**src/rtl/smsi_regs.svh**
```systemverilog
// Named constants for the two-wire serial interface
`ifndef SMSI_REGS_SVH
`define SMSI_REGS_SVH
// Timing source ticks that make one SCL low or high phase (one full period at least)
`define SMSI_PHASE_TICKS 4'h2
// Idle ticks with both lines high before the bus counts as free
`define SMSI_FREE_TICKS 4'ha
// Saturation value of the phase tick counter
`define SMSI_TICK_MAX 4'hf
// Bit positions inside a byte frame; bit eight is the acknowledge bit
`define SMSI_BIT_FIRST 4'h0
`define SMSI_BIT_LAST 4'h7
`define SMSI_BIT_ACK 4'h8
// Count held after a START so that its own SCL fall opens bit zero
`define SMSI_BIT_PRE 4'hf
// Position of the direction flag in the address byte and its read value
`define SMSI_DIR_POS 0
`define SMSI_DIR_READ 1'b1
// Position of the stop request flag in a transmit word
`define SMSI_STOP_POS 8
// Level of a released two-wire line
`define SMSI_LINE_IDLE 1'b1
`endif

```
**src/rtl/smsi_pkg.sv**
```systemverilog
// Types shared by the two-wire serial interface modules
package smsi_pkg;

  // Sequencer states, Gray coded along the master path
  typedef enum logic [3:0] {
    SMSI_IDLE        = 4'h0,
    SMSI_M_START     = 4'h1,
    SMSI_M_LOW       = 4'h3,
    SMSI_M_HIGH_WAIT = 4'h2,
    SMSI_M_HIGH      = 4'h6,
    SMSI_M_STOP_LOW  = 4'h7,
    SMSI_M_STOP_HIGH = 4'h5,
    SMSI_M_STOP_SDA  = 4'h4,
    SMSI_S_BIT       = 4'hc,
    SMSI_S_WAIT      = 4'hd
  } smsi_state_t;

  // Whole state of the core
  typedef struct packed {
    smsi_state_t st;
    logic [3:0] ph;
    logic [3:0] free_cnt;
    logic [3:0] bit_cnt;
    logic [7:0] sh;
    logic tx_mode;
    logic is_addr;
    logic rd_dir;
    logic stop_flag;
    logic need_load;
    logic master;
    logic addressed;
    logic inh;
    logic busy;
    logic ack_rx;
    logic line_o;
    logic scl_oe;
    logic sda_oe;
    logic scl_p;
    logic sda_p;
    logic rx_valid;
    logic [7:0] rx_data;
    logic rx_is_addr;
    logic ev_byte;
    logic ev_ack;
    logic ev_arb;
    logic ev_start;
    logic ev_stop;
  } smsi_core_t;

endpackage

```
**src/rtl/smsi_sync.sv**
```systemverilog
// Two flip-flop synchroniser for pin inputs
`timescale 1ns/1ps
`include "smsi_regs.svh"
module smsi_sync #(
  parameter int W = 2
) (
  // Clock and reset
  input wire logic clk,
  input wire logic resetn,
  // Asynchronous inputs and synchronised outputs
  input wire logic [W-1:0] d_in,
  output logic [W-1:0] d_out
);

  typedef struct packed {
    logic [W-1:0] s1;
    logic [W-1:0] s2;
  } smsi_sync_t;

  smsi_sync_t q;
  smsi_sync_t d;

  // Each bit runs through its own pair of stages
  genvar i;
  generate
    for (i = 0; i < W; i++) begin : g_bit
      always_comb begin
        d.s1[i] = d_in[i];
        d.s2[i] = q.s1[i];
      end
    end
  endgenerate

  // Stages idle at the released line level
  always_ff @(posedge clk) begin
    if (!resetn) begin
      q <= {(2 * W){`SMSI_LINE_IDLE}};
    end else begin
      q <= d;
    end
  end

  assign d_out = q.s2;

endmodule

```
**src/rtl/smsi_fifo.sv**
```systemverilog
// Show-ahead FIFO with registered read data and registered ready
`timescale 1ns/1ps
module smsi_fifo #(
  parameter int WIDTH = 9,
  parameter int DEPTH = 16
) (
  // Clock and reset
  input wire logic clk,
  input wire logic resetn,
  // Filling side
  input wire logic in_valid,
  input wire logic [WIDTH-1:0] in_data,
  output logic in_ready,
  // Draining side
  output logic out_valid,
  output logic [WIDTH-1:0] out_data,
  input wire logic out_ready
);

  localparam int AW = $clog2(DEPTH);

  typedef struct packed {
    logic [DEPTH-1:0][WIDTH-1:0] mem;
    logic [AW-1:0] wp;
    logic [AW-1:0] rp;
    logic [AW:0] cnt;
    logic ov;
    logic [WIDTH-1:0] od;
    logic rdy;
  } smsi_fifo_t;

  smsi_fifo_t q;
  smsi_fifo_t d;

  // Write into the array, refill the output register when it empties or is taken
  always_comb begin
    logic [AW:0] c;
    c = q.cnt;
    d = q;
    if (in_valid && q.rdy) begin
      d.mem[q.wp] = in_data;
      d.wp = q.wp + 1'b1;
      c = c + 1'b1;
    end
    if (!q.ov || out_ready) begin
      if (q.cnt != '0) begin
        d.od = q.mem[q.rp];
        d.rp = q.rp + 1'b1;
        d.ov = 1'b1;
        c = c - 1'b1;
      end else begin
        d.ov = 1'b0;
      end
    end
    d.cnt = c;
    d.rdy = (c != (AW + 1)'(DEPTH));
  end

  // State register
  always_ff @(posedge clk) begin
    if (!resetn) begin
      q <= '0;
    end else begin
      q <= d;
    end
  end

  assign in_ready = q.rdy;
  assign out_valid = q.ov;
  assign out_data = q.od;

endmodule

```
**src/rtl/smsi_core.sv**
```systemverilog
// Byte-oriented two-wire serial interface, master and slave, multi-master safe
//
// Contract
// - Host exchanges whole bytes; hardware shifts bits
// - Bit rate up to system clock over twenty
// - Low phase of SCL may be stretched
// - Master, slave or both on shared bus
// - Software or hardware address match and acknowledge
// - Lines only pulled low, otherwise released
// - Master starts transfers and makes every clock
// - Whoever sends START and address becomes master
// - START, address with direction, data bytes, STOP
// - Receiver acknowledges with SDA low, high is NACK
// - Direction flag one reads, zero writes
// - Each byte waits for the other side's acknowledge
// - Master ends transfer with STOP, freeing bus
// - Sender drives data bits; receiver drives acknowledge
// - Master starts only on a free bus
// - Released high bit seen low loses arbitration
// - Loser turns slave and receives if addressed
// - Bus free after over ten idle ticks
// - One tick period sets least SCL low, high
// - Host signalled once per address or data byte
`timescale 1ns/1ps
`include "smsi_regs.svh"
module smsi_core #(
  parameter int FIFO_DEPTH = 16
) (
  // Clock and reset
  input wire logic clk,
  input wire logic resetn,
  // Configuration levels
  input wire logic enable,
  input wire logic slave_inhibit,
  input wire logic hw_ack_en,
  input wire logic sw_ack,
  input wire logic [6:0] own_addr,
  input wire logic free_detect_en,
  // Timing source overflow pulse
  input wire logic time_tick,
  // Master request
  input wire logic master_go,
  // Transmit bytes
  input wire logic tx_valid,
  input wire logic [7:0] tx_data,
  input wire logic tx_stop,
  output logic tx_ready,
  // Received bytes
  output logic rx_valid,
  output logic [7:0] rx_data,
  output logic rx_is_addr,
  // Events and status
  output logic ev_byte,
  output logic ev_ack,
  output logic ev_arb_lost,
  output logic ev_start,
  output logic ev_stop,
  output logic bus_busy,
  output logic master_active,
  output logic slave_addressed,
  // Two-wire pins
  input wire logic scl_i,
  output logic scl_o,
  output logic scl_oe,
  input wire logic sda_i,
  output logic sda_o,
  output logic sda_oe
);

  smsi_pkg::smsi_core_t q;
  smsi_pkg::smsi_core_t d;
  logic scl_s;
  logic sda_s;
  logic pop;
  logic f_valid;
  logic [8:0] f_data;
  logic rise;
  logic fall;
  logic start_det;
  logic stop_det;
  logic ph_done;
  logic addr_match;

  // Pin synchronisers
  smsi_sync #(.W(2)) i_smsi_sync (
    .clk(clk),
    .resetn(resetn),
    .d_in({scl_i, sda_i}),
    .d_out({scl_s, sda_s})
  );

  // Transmit byte buffer, drained one byte at a time by the sequencer
  smsi_fifo #(.WIDTH(9), .DEPTH(FIFO_DEPTH)) i_smsi_fifo (
    .clk(clk),
    .resetn(resetn),
    .in_valid(tx_valid),
    .in_data({tx_stop, tx_data}),
    .in_ready(tx_ready),
    .out_valid(f_valid),
    .out_data(f_data),
    .out_ready(pop)
  );

  // Line events seen on the synchronised pins
  assign rise = !q.scl_p && scl_s;
  assign fall = q.scl_p && !scl_s;
  assign start_det = q.scl_p && scl_s && q.sda_p && !sda_s;
  assign stop_det = q.scl_p && scl_s && !q.sda_p && sda_s;
  assign ph_done = time_tick && (q.ph == (`SMSI_PHASE_TICKS - 4'h1));
  assign addr_match = (q.sh[7:1] == own_addr);

  // Next state of the whole interface
  always_comb begin
    d = q;
    pop = 1'b0;
    d.rx_valid = 1'b0;
    d.ev_byte = 1'b0;
    d.ev_arb = 1'b0;
    d.ev_start = 1'b0;
    d.ev_stop = 1'b0;
    d.scl_p = scl_s;
    d.sda_p = sda_s;
    if (time_tick && (q.ph != `SMSI_TICK_MAX)) begin
      d.ph = q.ph + 4'h1;
    end
    // Bus busy tracking and free detection
    if (scl_s && sda_s && free_detect_en) begin
      if (time_tick) begin
        if (q.free_cnt >= `SMSI_FREE_TICKS) begin
          d.busy = 1'b0;
        end else begin
          d.free_cnt = q.free_cnt + 4'h1;
        end
      end
    end else begin
      d.free_cnt = '0;
    end
    if (stop_det) begin
      d.busy = 1'b0;
    end
    if (start_det) begin
      d.busy = 1'b1;
    end
    case (q.st)
      smsi_pkg::SMSI_IDLE: begin
        if (enable && master_go && !q.busy && f_valid) begin
          d.st = smsi_pkg::SMSI_M_START;
          d.sda_oe = 1'b1;
          d.ph = '0;
          d.master = 1'b1;
          d.ev_start = 1'b1;
        end
      end
      smsi_pkg::SMSI_M_START: begin
        if (ph_done) begin
          d.st = smsi_pkg::SMSI_M_LOW;
          d.scl_oe = 1'b1;
          d.ph = '0;
          d.sh = f_data[7:0];
          d.stop_flag = f_data[`SMSI_STOP_POS];
          d.rd_dir = (f_data[`SMSI_DIR_POS] == `SMSI_DIR_READ);
          pop = 1'b1;
          d.bit_cnt = `SMSI_BIT_FIRST;
          d.tx_mode = 1'b1;
          d.is_addr = 1'b1;
          d.need_load = 1'b0;
        end
      end
      smsi_pkg::SMSI_M_LOW: begin
        d.scl_oe = 1'b1;
        if (q.need_load) begin
          // Hold SCL low until the host supplies the next byte
          d.ph = '0;
          if (f_valid) begin
            d.sh = f_data[7:0];
            d.stop_flag = f_data[`SMSI_STOP_POS];
            pop = 1'b1;
            d.need_load = 1'b0;
          end
        end else begin
          if (q.bit_cnt == `SMSI_BIT_ACK) begin
            d.sda_oe = !q.tx_mode && master_go;
          end else begin
            d.sda_oe = q.tx_mode && !q.sh[7];
          end
          if (ph_done) begin
            d.scl_oe = 1'b0;
            d.st = smsi_pkg::SMSI_M_HIGH_WAIT;
          end
        end
      end
      smsi_pkg::SMSI_M_HIGH_WAIT: begin
        if (scl_s) begin
          d.st = smsi_pkg::SMSI_M_HIGH;
          d.ph = '0;
        end
      end
      smsi_pkg::SMSI_M_HIGH: begin
        if ((q.bit_cnt != `SMSI_BIT_ACK) && q.tx_mode && q.sh[7] && !sda_s) begin
          // Lost to another master: drop both lines and listen on
          d.sda_oe = 1'b0;
          d.master = 1'b0;
          d.tx_mode = 1'b0;
          d.ev_arb = 1'b1;
          d.sh = {q.sh[6:0], sda_s};
          d.st = smsi_pkg::SMSI_S_BIT;
        end else if (ph_done) begin
          d.scl_oe = 1'b1;
          d.ph = '0;
          d.st = smsi_pkg::SMSI_M_LOW;
          if (q.bit_cnt != `SMSI_BIT_ACK) begin
            d.sh = {q.sh[6:0], sda_s};
            d.bit_cnt = q.bit_cnt + 4'h1;
          end else begin
            d.bit_cnt = `SMSI_BIT_FIRST;
            d.is_addr = 1'b0;
            d.ev_byte = 1'b1;
            // Our acknowledge stays until SCL is low; the next low phase lets it go
            d.ev_ack = q.tx_mode ? !sda_s : q.sda_oe;
            if (!q.tx_mode) begin
              d.rx_valid = 1'b1;
              d.rx_data = q.sh;
              d.rx_is_addr = 1'b0;
            end
            if ((q.tx_mode && (sda_s || q.stop_flag)) || (!q.tx_mode && !q.sda_oe)) begin
              d.st = smsi_pkg::SMSI_M_STOP_LOW;
            end else if (q.tx_mode && q.is_addr && q.rd_dir) begin
              d.tx_mode = 1'b0;
            end else if (q.tx_mode) begin
              d.need_load = 1'b1;
            end
          end
        end
      end
      smsi_pkg::SMSI_M_STOP_LOW: begin
        d.scl_oe = 1'b1;
        d.sda_oe = 1'b1;
        if (ph_done) begin
          d.scl_oe = 1'b0;
          d.st = smsi_pkg::SMSI_M_STOP_HIGH;
        end
      end
      smsi_pkg::SMSI_M_STOP_HIGH: begin
        if (!scl_s) begin
          d.ph = '0;
        end else if (ph_done) begin
          d.sda_oe = 1'b0;
          d.ph = '0;
          d.st = smsi_pkg::SMSI_M_STOP_SDA;
        end
      end
      smsi_pkg::SMSI_M_STOP_SDA: begin
        if (ph_done) begin
          d.master = 1'b0;
          d.st = smsi_pkg::SMSI_IDLE;
        end
      end
      smsi_pkg::SMSI_S_BIT: begin
        d.scl_oe = q.need_load;
        if (q.need_load && f_valid) begin
          d.sh = f_data[7:0];
          pop = 1'b1;
          d.need_load = 1'b0;
          d.sda_oe = !f_data[7];
        end
        if (rise) begin
          if (q.bit_cnt != `SMSI_BIT_ACK) begin
            d.sh = {q.sh[6:0], sda_s};
          end else begin
            d.ack_rx = !sda_s;
          end
        end
        if (fall) begin
          if (q.bit_cnt == `SMSI_BIT_LAST) begin
            d.bit_cnt = `SMSI_BIT_ACK;
            d.sda_oe = 1'b0;
            if (!q.tx_mode) begin
              if (q.is_addr) begin
                d.addressed = !q.inh && (hw_ack_en ? addr_match : sw_ack);
                d.sda_oe = !q.inh && (hw_ack_en ? addr_match : sw_ack);
                d.rd_dir = (q.sh[`SMSI_DIR_POS] == `SMSI_DIR_READ);
              end else begin
                d.sda_oe = hw_ack_en || sw_ack;
              end
              d.rx_valid = !q.inh;
              d.ev_byte = !q.inh;
              d.rx_data = q.sh;
              d.rx_is_addr = q.is_addr;
            end
          end else if (q.bit_cnt == `SMSI_BIT_ACK) begin
            d.bit_cnt = `SMSI_BIT_FIRST;
            d.sda_oe = 1'b0;
            d.is_addr = 1'b0;
            if (q.tx_mode) begin
              d.ev_byte = 1'b1;
              d.ev_ack = q.ack_rx;
              if (q.ack_rx) begin
                d.need_load = 1'b1;
              end else begin
                d.st = smsi_pkg::SMSI_S_WAIT;
              end
            end else if (!q.addressed) begin
              d.st = smsi_pkg::SMSI_S_WAIT;
            end else if (q.is_addr && q.rd_dir) begin
              d.tx_mode = 1'b1;
              d.need_load = 1'b1;
            end
          end else begin
            d.bit_cnt = q.bit_cnt + 4'h1;
            d.sda_oe = q.tx_mode && !q.sh[7];
          end
        end
      end
      smsi_pkg::SMSI_S_WAIT: begin
        d.scl_oe = 1'b0;
        d.sda_oe = 1'b0;
      end
      default: begin
        d.st = smsi_pkg::SMSI_IDLE;
      end
    endcase
    // Start and stop seen by a non-master restart or end the slave sequence
    if (!q.master) begin
      if (start_det) begin
        d.st = smsi_pkg::SMSI_S_BIT;
        d.bit_cnt = `SMSI_BIT_PRE; // Start's own SCL fall is not a data bit
        d.tx_mode = 1'b0;
        d.is_addr = 1'b1;
        d.addressed = 1'b0;
        d.need_load = 1'b0;
        d.inh = slave_inhibit;
        d.scl_oe = 1'b0;
        d.sda_oe = 1'b0;
      end else if (stop_det && (q.st != smsi_pkg::SMSI_IDLE)) begin
        d.ev_stop = q.addressed;
        d.addressed = 1'b0;
        d.need_load = 1'b0;
        d.scl_oe = 1'b0;
        d.sda_oe = 1'b0;
        d.st = smsi_pkg::SMSI_IDLE;
      end
    end
    // Disabled interface lets go of both lines
    if (!enable) begin
      d.st = smsi_pkg::SMSI_IDLE;
      d.master = 1'b0;
      d.addressed = 1'b0;
      d.need_load = 1'b0;
      d.scl_oe = 1'b0;
      d.sda_oe = 1'b0;
    end
  end

  // State register
  always_ff @(posedge clk) begin
    if (!resetn) begin
      q <= '0;
    end else begin
      q <= d;
    end
  end

  // Outputs straight from the state register; pins only ever pull low
  assign rx_valid = q.rx_valid;
  assign rx_data = q.rx_data;
  assign rx_is_addr = q.rx_is_addr;
  assign ev_byte = q.ev_byte;
  assign ev_ack = q.ev_ack;
  assign ev_arb_lost = q.ev_arb;
  assign ev_start = q.ev_start;
  assign ev_stop = q.ev_stop;
  assign bus_busy = q.busy;
  assign master_active = q.master;
  assign slave_addressed = q.addressed;
  assign scl_o = q.line_o;
  assign sda_o = q.line_o;
  assign scl_oe = q.scl_oe;
  assign sda_oe = q.sda_oe;

endmodule

```
**config.mk**
```make
export PLATFORM = sky130hd
export DESIGN_NAME = smsi_core
export DESIGN_NICKNAME = d
export VERILOG_FILES = /design/src/rtl/smsi_pkg.sv /design/src/rtl/smsi_sync.sv /design/src/rtl/smsi_fifo.sv /design/src/rtl/smsi_core.sv
export VERILOG_INCLUDE_DIRS = /design/src /design/src/rtl
export SDC_FILE = /design/constraint.sdc
export NUM_CORES = 1
export LEC_CHECK = 0
export ABC_AREA = 1
export BUFFER_PORTS_ARGS = -buffer_cell sky130_fd_sc_hd__buf_2
export CORE_ASPECT_RATIO = 0.8
export CORE_MARGIN = 5
export CORE_UTILIZATION = 55
export CTS_CLUSTER_DIAMETER = 200
export DETAILED_ROUTE_END_ITERATION = 6
export PLACE_DENSITY = 0.75
export SYNTH_ARGS = -nofsm -noshare
export SYNTH_HDL_FRONTEND = slang
export SYNTH_HIERARCHICAL = 1
export SYNTH_SLANG_ARGS = --single-unit
export TNS_END_PERCENT = 1
```
**constraint.sdc**
```tcl
create_clock -name clk -period 2.23 [get_ports clk]
set_clock_uncertainty 0.2 [all_clocks]
set_input_delay 0 -clock clk [delete_from_list [all_inputs] [get_ports clk]]
set_output_delay 0 -clock clk [all_outputs]
set_load 0.1 [all_outputs]
```
==> Yosys cells after proc, flatten, opt, wreduce, memory -nomap -nowiden <==
Cells that the tools add are included.
{ "totals": {"reg_bits": 225, "in_bits": 28, "out_inout_bits": 23} }
{ "op_classes": {"n_addsub": 7, "n_lt_le_gt_ge": 4, "n_eq_ne": 35, "muxes": 152, "bitwise_logic": 5, "reduce_logical": 71} }
{ "ops": {"columns": ["operator", "count"], "rows": [
  ["bitwise mux 144 bit", 1],
  ["2-to-1 mux 4 bit", 26],
  ["2-to-1 mux 8 bit", 11],
  ["2-to-1 mux 1 bit", 67],
  ["2-to-1 mux 12 bit", 4],
  ["one-hot mux 4 bit (10 select lines)", 1],
  ["binary-select mux 9 bit (select 4 bit)", 1],
  ["demux 9 bit (select 4 bit)", 1],
  ["!= test 2 bit, second input constant", 16],
  ["one-hot mux 8 bit (4 select lines)", 1],
  ["logical AND 1 bit", 29],
  ["2-to-1 mux 2 bit", 14],
  ["2-to-1 mux 9 bit", 3],
  ["one-hot mux 12 bit (2 select lines)", 1],
  ["one-hot mux 4 bit (6 select lines)", 1],
  ["adder 4 x 1 -> 4 bit, second input constant", 5],
  ["== test 4 x 3 -> 1 bit, second input constant", 5],
  ["2-to-1 mux 10 bit", 2],
  ["2-to-1 mux 17 bit", 1],
  ["AND reduction 8 bit", 2],
  ["2-to-1 mux 5 bit", 3],
  ["2-to-1 mux 14 bit", 1],
  ["AND reduction 2 bit", 7],
  ["== test 4 bit, second input constant", 3],
  ["33 further kinds", 68]
]} }

==> Depth between registers and ports, before layout <==
{ "depth": {"depth_word": 12, "depth_mapped": 17} }

==> Cells and area by module <==
The synthesis kept the hierarchy.
{ "modules_own_cells": {"columns": ["mod", "n_inst", "cells_per_inst", "area_per_inst_um2", "seq_area_each_um2"], "rows": [
  ["smsi_fifo", 1, 1072, 7793.7, 3363.2],
  ["smsi_core", 1, 547, 3553.4, 1061.0],
  ["smsi_sync", 1, 12, 110.1, 80.1]
]} }

==> Worst setup path before layout <==
OpenSTA, ideal clock, no wires.
{ "synth_path": {"path_type": "reg2reg", "from": "register i_smsi_fifo.q, in the netlist i_smsi_fifo/in_ready", "to": "register i_smsi_fifo.q, in the netlist i_smsi_fifo/in_ready", "t_arrival_ps": 2163, "setup_slack_ps": -265, "path_stages_with_launch": 12, "path_buffers": 0, "path_cell_list": "dfxtp_1 nand2_4 nand2_1 nand2_2 ha_1 inv_1 nand3_1 nand2_1 nor2_1 nand2_1 nor2_1 a21oi_1"} }
{ "synth_via": {"elab_chain_len": 6} }
{ "synth_lines": {"columns": ["item", "line_no", "source"], "rows": [
  ["start, declared", "smsi_fifo.sv:32", "smsi_fifo_t q;"],
  ["start signal, assigned", "smsi_fifo.sv:62", "q <= '0;"],
  ["start signal, assigned", "smsi_fifo.sv:64", "q <= d;"],
  ["logical AND 1 bit *", "smsi_fifo.sv:40", "if (in_valid && q.rdy) begin"],
  ["2-to-1 mux 5 bit *", "smsi_fifo.sv:40", null],
  ["subtractor 5 x 1 -> 5 bit", "smsi_fifo.sv:50", "c = c - 1'b1;"],
  ["2-to-1 mux 5 bit", "smsi_fifo.sv:46", "if (q.cnt != '0) begin"],
  ["2-to-1 mux 5 bit *", "smsi_fifo.sv:45", "if (!q.ov || out_ready) begin"],
  ["!= test 5 bit *", "smsi_fifo.sv:56", "d.rdy = (c != (AW + 1)'(DEPTH));"]
]} }
Mark *: on every way between the ends. The rest lies on a longest branch, timed or not.
A chain may end at the register's enable or synchronous reset.

==> results.yml <==
synth:
  netlist_area_um2: 11500
  synth-async-reset-ratio_pct: 0
  netlist-cell-type-count: 50
  ys_seq_area_share_pct: 39.3
  synth_edf_count: 0
  synth-seq-cells: 225
  yosysWarnings: 6
  synth_cells: 1631
  avgSynthCellArea_um2: 7.02
  yosysTopAreaCellShare_pct: 39.3
  synth_area_leaders: "dfxtp_1 (39%), o21ai_0 (9.8%), nor2_1 (9.1%)"
  yosysTopAreaCell: "dfxtp_1"
  synthFlopType: "dfxtp_1"
floorplan:
  core_area_um2: 20600
  die_h_um: 139
  num_rows: 47
  fp.dieArea_um2: 23800
  die_w_um: 171
  initial_utilization_pct: 55.7
  ios: 51
drt:
  vias_per_cell: 5.62
  dr.pass1.iters: 5
  drc: 0
  drt_wl_total_um: 31900
  drt_iter0_drc: 1362
  ant_nets: 0
  vias: 11100
  wl_per_cell_um: 16.1
sta:
  slew_violations: 0
  fmax_mhz: 475
  fin_crit_sh_pct: 94.5
  worstMarginPinSlew_ps: 622
  hold_slack_ps: 102
  setup_ws_ps: 123
  setup_viol: 0
  slew_headroom_pct: 58.3
  period_needed_ps: 2110
  hold_viol: 0
  rsz0062_at_grt: "yes"
global_routing:
  grt_max_degree: 91
  grt_pass1_wl_um: 51200
  antenna_found_initial: 0
  gr-total-overflow: 0
  grt_pass1_vias: 9827
  grt_use_total_pct: 26.0
finish:
  nFillCells: 1858
  num_antenna_cells: 0
  multi_input_area_um2: 5790
  fin_util_pct: 64.0
  fin_area_um2: 13200
  fin_nets: 1735
  final_cells: 1980
  layout-drive-gt1-share_pct: 14.1
  areaGrowthSynthToFinish_pct: 15.0
  register_area_um2: 4520
setup_path:
  cp-startpoint: "q[32]"
  endpoint_kind: "register"
  critPathRequiredTime_ps: 2470
  r2r_slack_ps: 120
  cp.arrival_ps: 2350
  cp-start-kind: "register"
  reg2reg_to: "sda_oe"
  worstSetupPathType: "reg2reg"
  rr_startpoint: "q[32]"
  crit_end: "sda_oe"
  path_max_fanout: 6
  r2r_cells: 12
placed_design:
  gp_congestion: 0.951
  port_buffers: 48
  post_dp_cell_area_um2: 11900
  dpl.cell_count: 1900
  pre_cts_ws_ps: 28.6
  hpwlAfterDp_um: 21100
clock_network:
  cts_buffers: 24
  cts_buffer_depth: 3
  cts_tree: "yes"
  cts_max_level: 1
  clkTransAtPathRegs_ps: 60
  numClockSinks: 225
  clock-root-buffer: "clkbuf_16"
  clock_latency_ps: 510
power:
  p_leak_nw: 5.48
  max-vdd-ir-drop_mv: 0.704
  powerDensity_nw_per_um2: 877
job:
  cap_violations: 0
hold_path:
  hold_class: "in2reg"
outcome:
  status: "finished clean"
[kinds of logic after synthesis]
group | synth area share, %
AND/OR/NAND/NOR | 24.3
AO/OA/AOI/OAI | 23.5
buffers and inverters | 11.0
flip-flops | 39.3
adder cells (fa/ha/maj) | 1.53
XOR/XNOR | 0.306
other | 0.0327
[synthesized netlist by cell type, types with 9 or more instances]
library cell and number:
o21ai_1 14, dfxtp_1 225, buf_2 20, nor2_2 15, nand2_2 9, nor3_1 9, inv_1 157, nor2_4 14
inv_2 24, nand2_1 185, nand4_1 16, o211ai_1 67, nor2_1 277, o21ai_0 224, ha_1 14, buf_1 10
clkbuf_1 26, nand3_1 82, buf_4 31, a21oi_1 141, a31oi_1 11
[worst max-delay path: stages (launching register included)]
cell,delay (ps)
dfxtp_2,350
inv_1,90
nand2_1,50
nand2_1,50
nand3_1,60
dlygate4sd3_1,560
o21bai_1,200
nand2_1,80
nand2_1,60
nand2_1,60
nand2_1,60
nand2_1,80
a21oi_1,130
[layer usage]
metal  vias up  wire [µm]  share of wire (%)  track usage, %
li1       5520          -                  -               -
met4         0        721                2.3            6.00
met2       526      12700                 40            35.6
met3        58       3590                 11            6.18
met1      5029      14900                 47            40.8
met5         -          0                  0               0
[sequential cells by signal, indices dropped and copies added, names as in the netlist, 2 cells and up]
| signal | cells |
|---|---|
| i_smsi_fifo/q | 157 |
| q | 33 |
| i_smsi_fifo/out_data | 9 |
| rx_data | 8 |
| i_smsi_sync/d | 2 |
| i_smsi_sync/d_out | 2 |
[power breakdown]
part	internal [mW]	total (mW)	leakage [nW]	switching, mW
sequential	4.23	4.48	1.83	0.248
clock	2.55	4.21	0.402	1.66
combinational	0.999	2.87	3.26	1.87
total	7.79	11.6	5.48	3.77
[what timing repair did]
| item | in CTS | in global routing |
|---|---|---|
| endpoints found under the setup margin | 0 | 40 |
| gates resized for setup | 0 | 29 |
| endpoints found under the hold margin | 212 | 0 |
| setup buffers | 0 | 4 |
| hold buffers | 31 | 0 |
[cell usage in the layout, fill, tap and decap left out, types with 5 or more instances in the layout]
cell	netlist	routed
nor2_1	277	274
o21ai_0	224	223
dfxtp_1	225	215
nand2_1	185	181
inv_1	157	157
a21oi_1	141	140
nand3_1	82	82
o211ai_1	67	67
buf_2	20	47
buf_4	31	46
dlygate4sd3_1	0	31
clkbuf_16	0	25
inv_2	24	23
nor2_4	14	20
nand4_1	16	16
o21ai_1	14	15
ha_1	14	14
nor2_2	15	13
a31oi_1	11	11
nand2_2	9	10
dfxtp_2	0	9
nand2_4	5	8
nor3_1	9	8
clkinv_2	0	5
clkbuf_1	26	5
buf_12	0	5
[final cells by class]
| cell class | count | area share [%] |
|---|---|---|
| timing repair buffer | 129 | 7.52 |
| tap | 269 | 2.55 |
| sequential | 225 | 34.3 |
| inverter | 186 | 5.37 |
| multi-input combinational | 1127 | 43.9 |
| clock buffer | 31 | 4.99 |
| clock inverter | 13 | 1.34 |
[worst min-delay path by stage]
stage / startpoint / endpoint / depth (start not counted)
6_report: slave_inhibit / q[22] / 4
5_1_grt: slave_inhibit / q[22] / 4
4_1_cts: slave_inhibit / q[22] / 4
3_5_place_dp: sda_i / i_smsi_sync/d[0] / 3
3_3_place_gp: scl_i / i_smsi_sync/d[1] / 3
2_1_floorplan: resetn / i_smsi_sync/d[0] / 1
[stage by stage]
| stage | power, mW | TNS (ps) |
|---|---|---|
| after floorplan | 6.67 | 0 |
| after global placement | 7.25 | 0 |
| after detailed placement | 7.28 | 0 |
| after CTS | 11.5 | 0 |
| after global routing | 12.2 | -1.17 |
| final | 11.6 | 0 |
(Power assumes the default switching activity.)
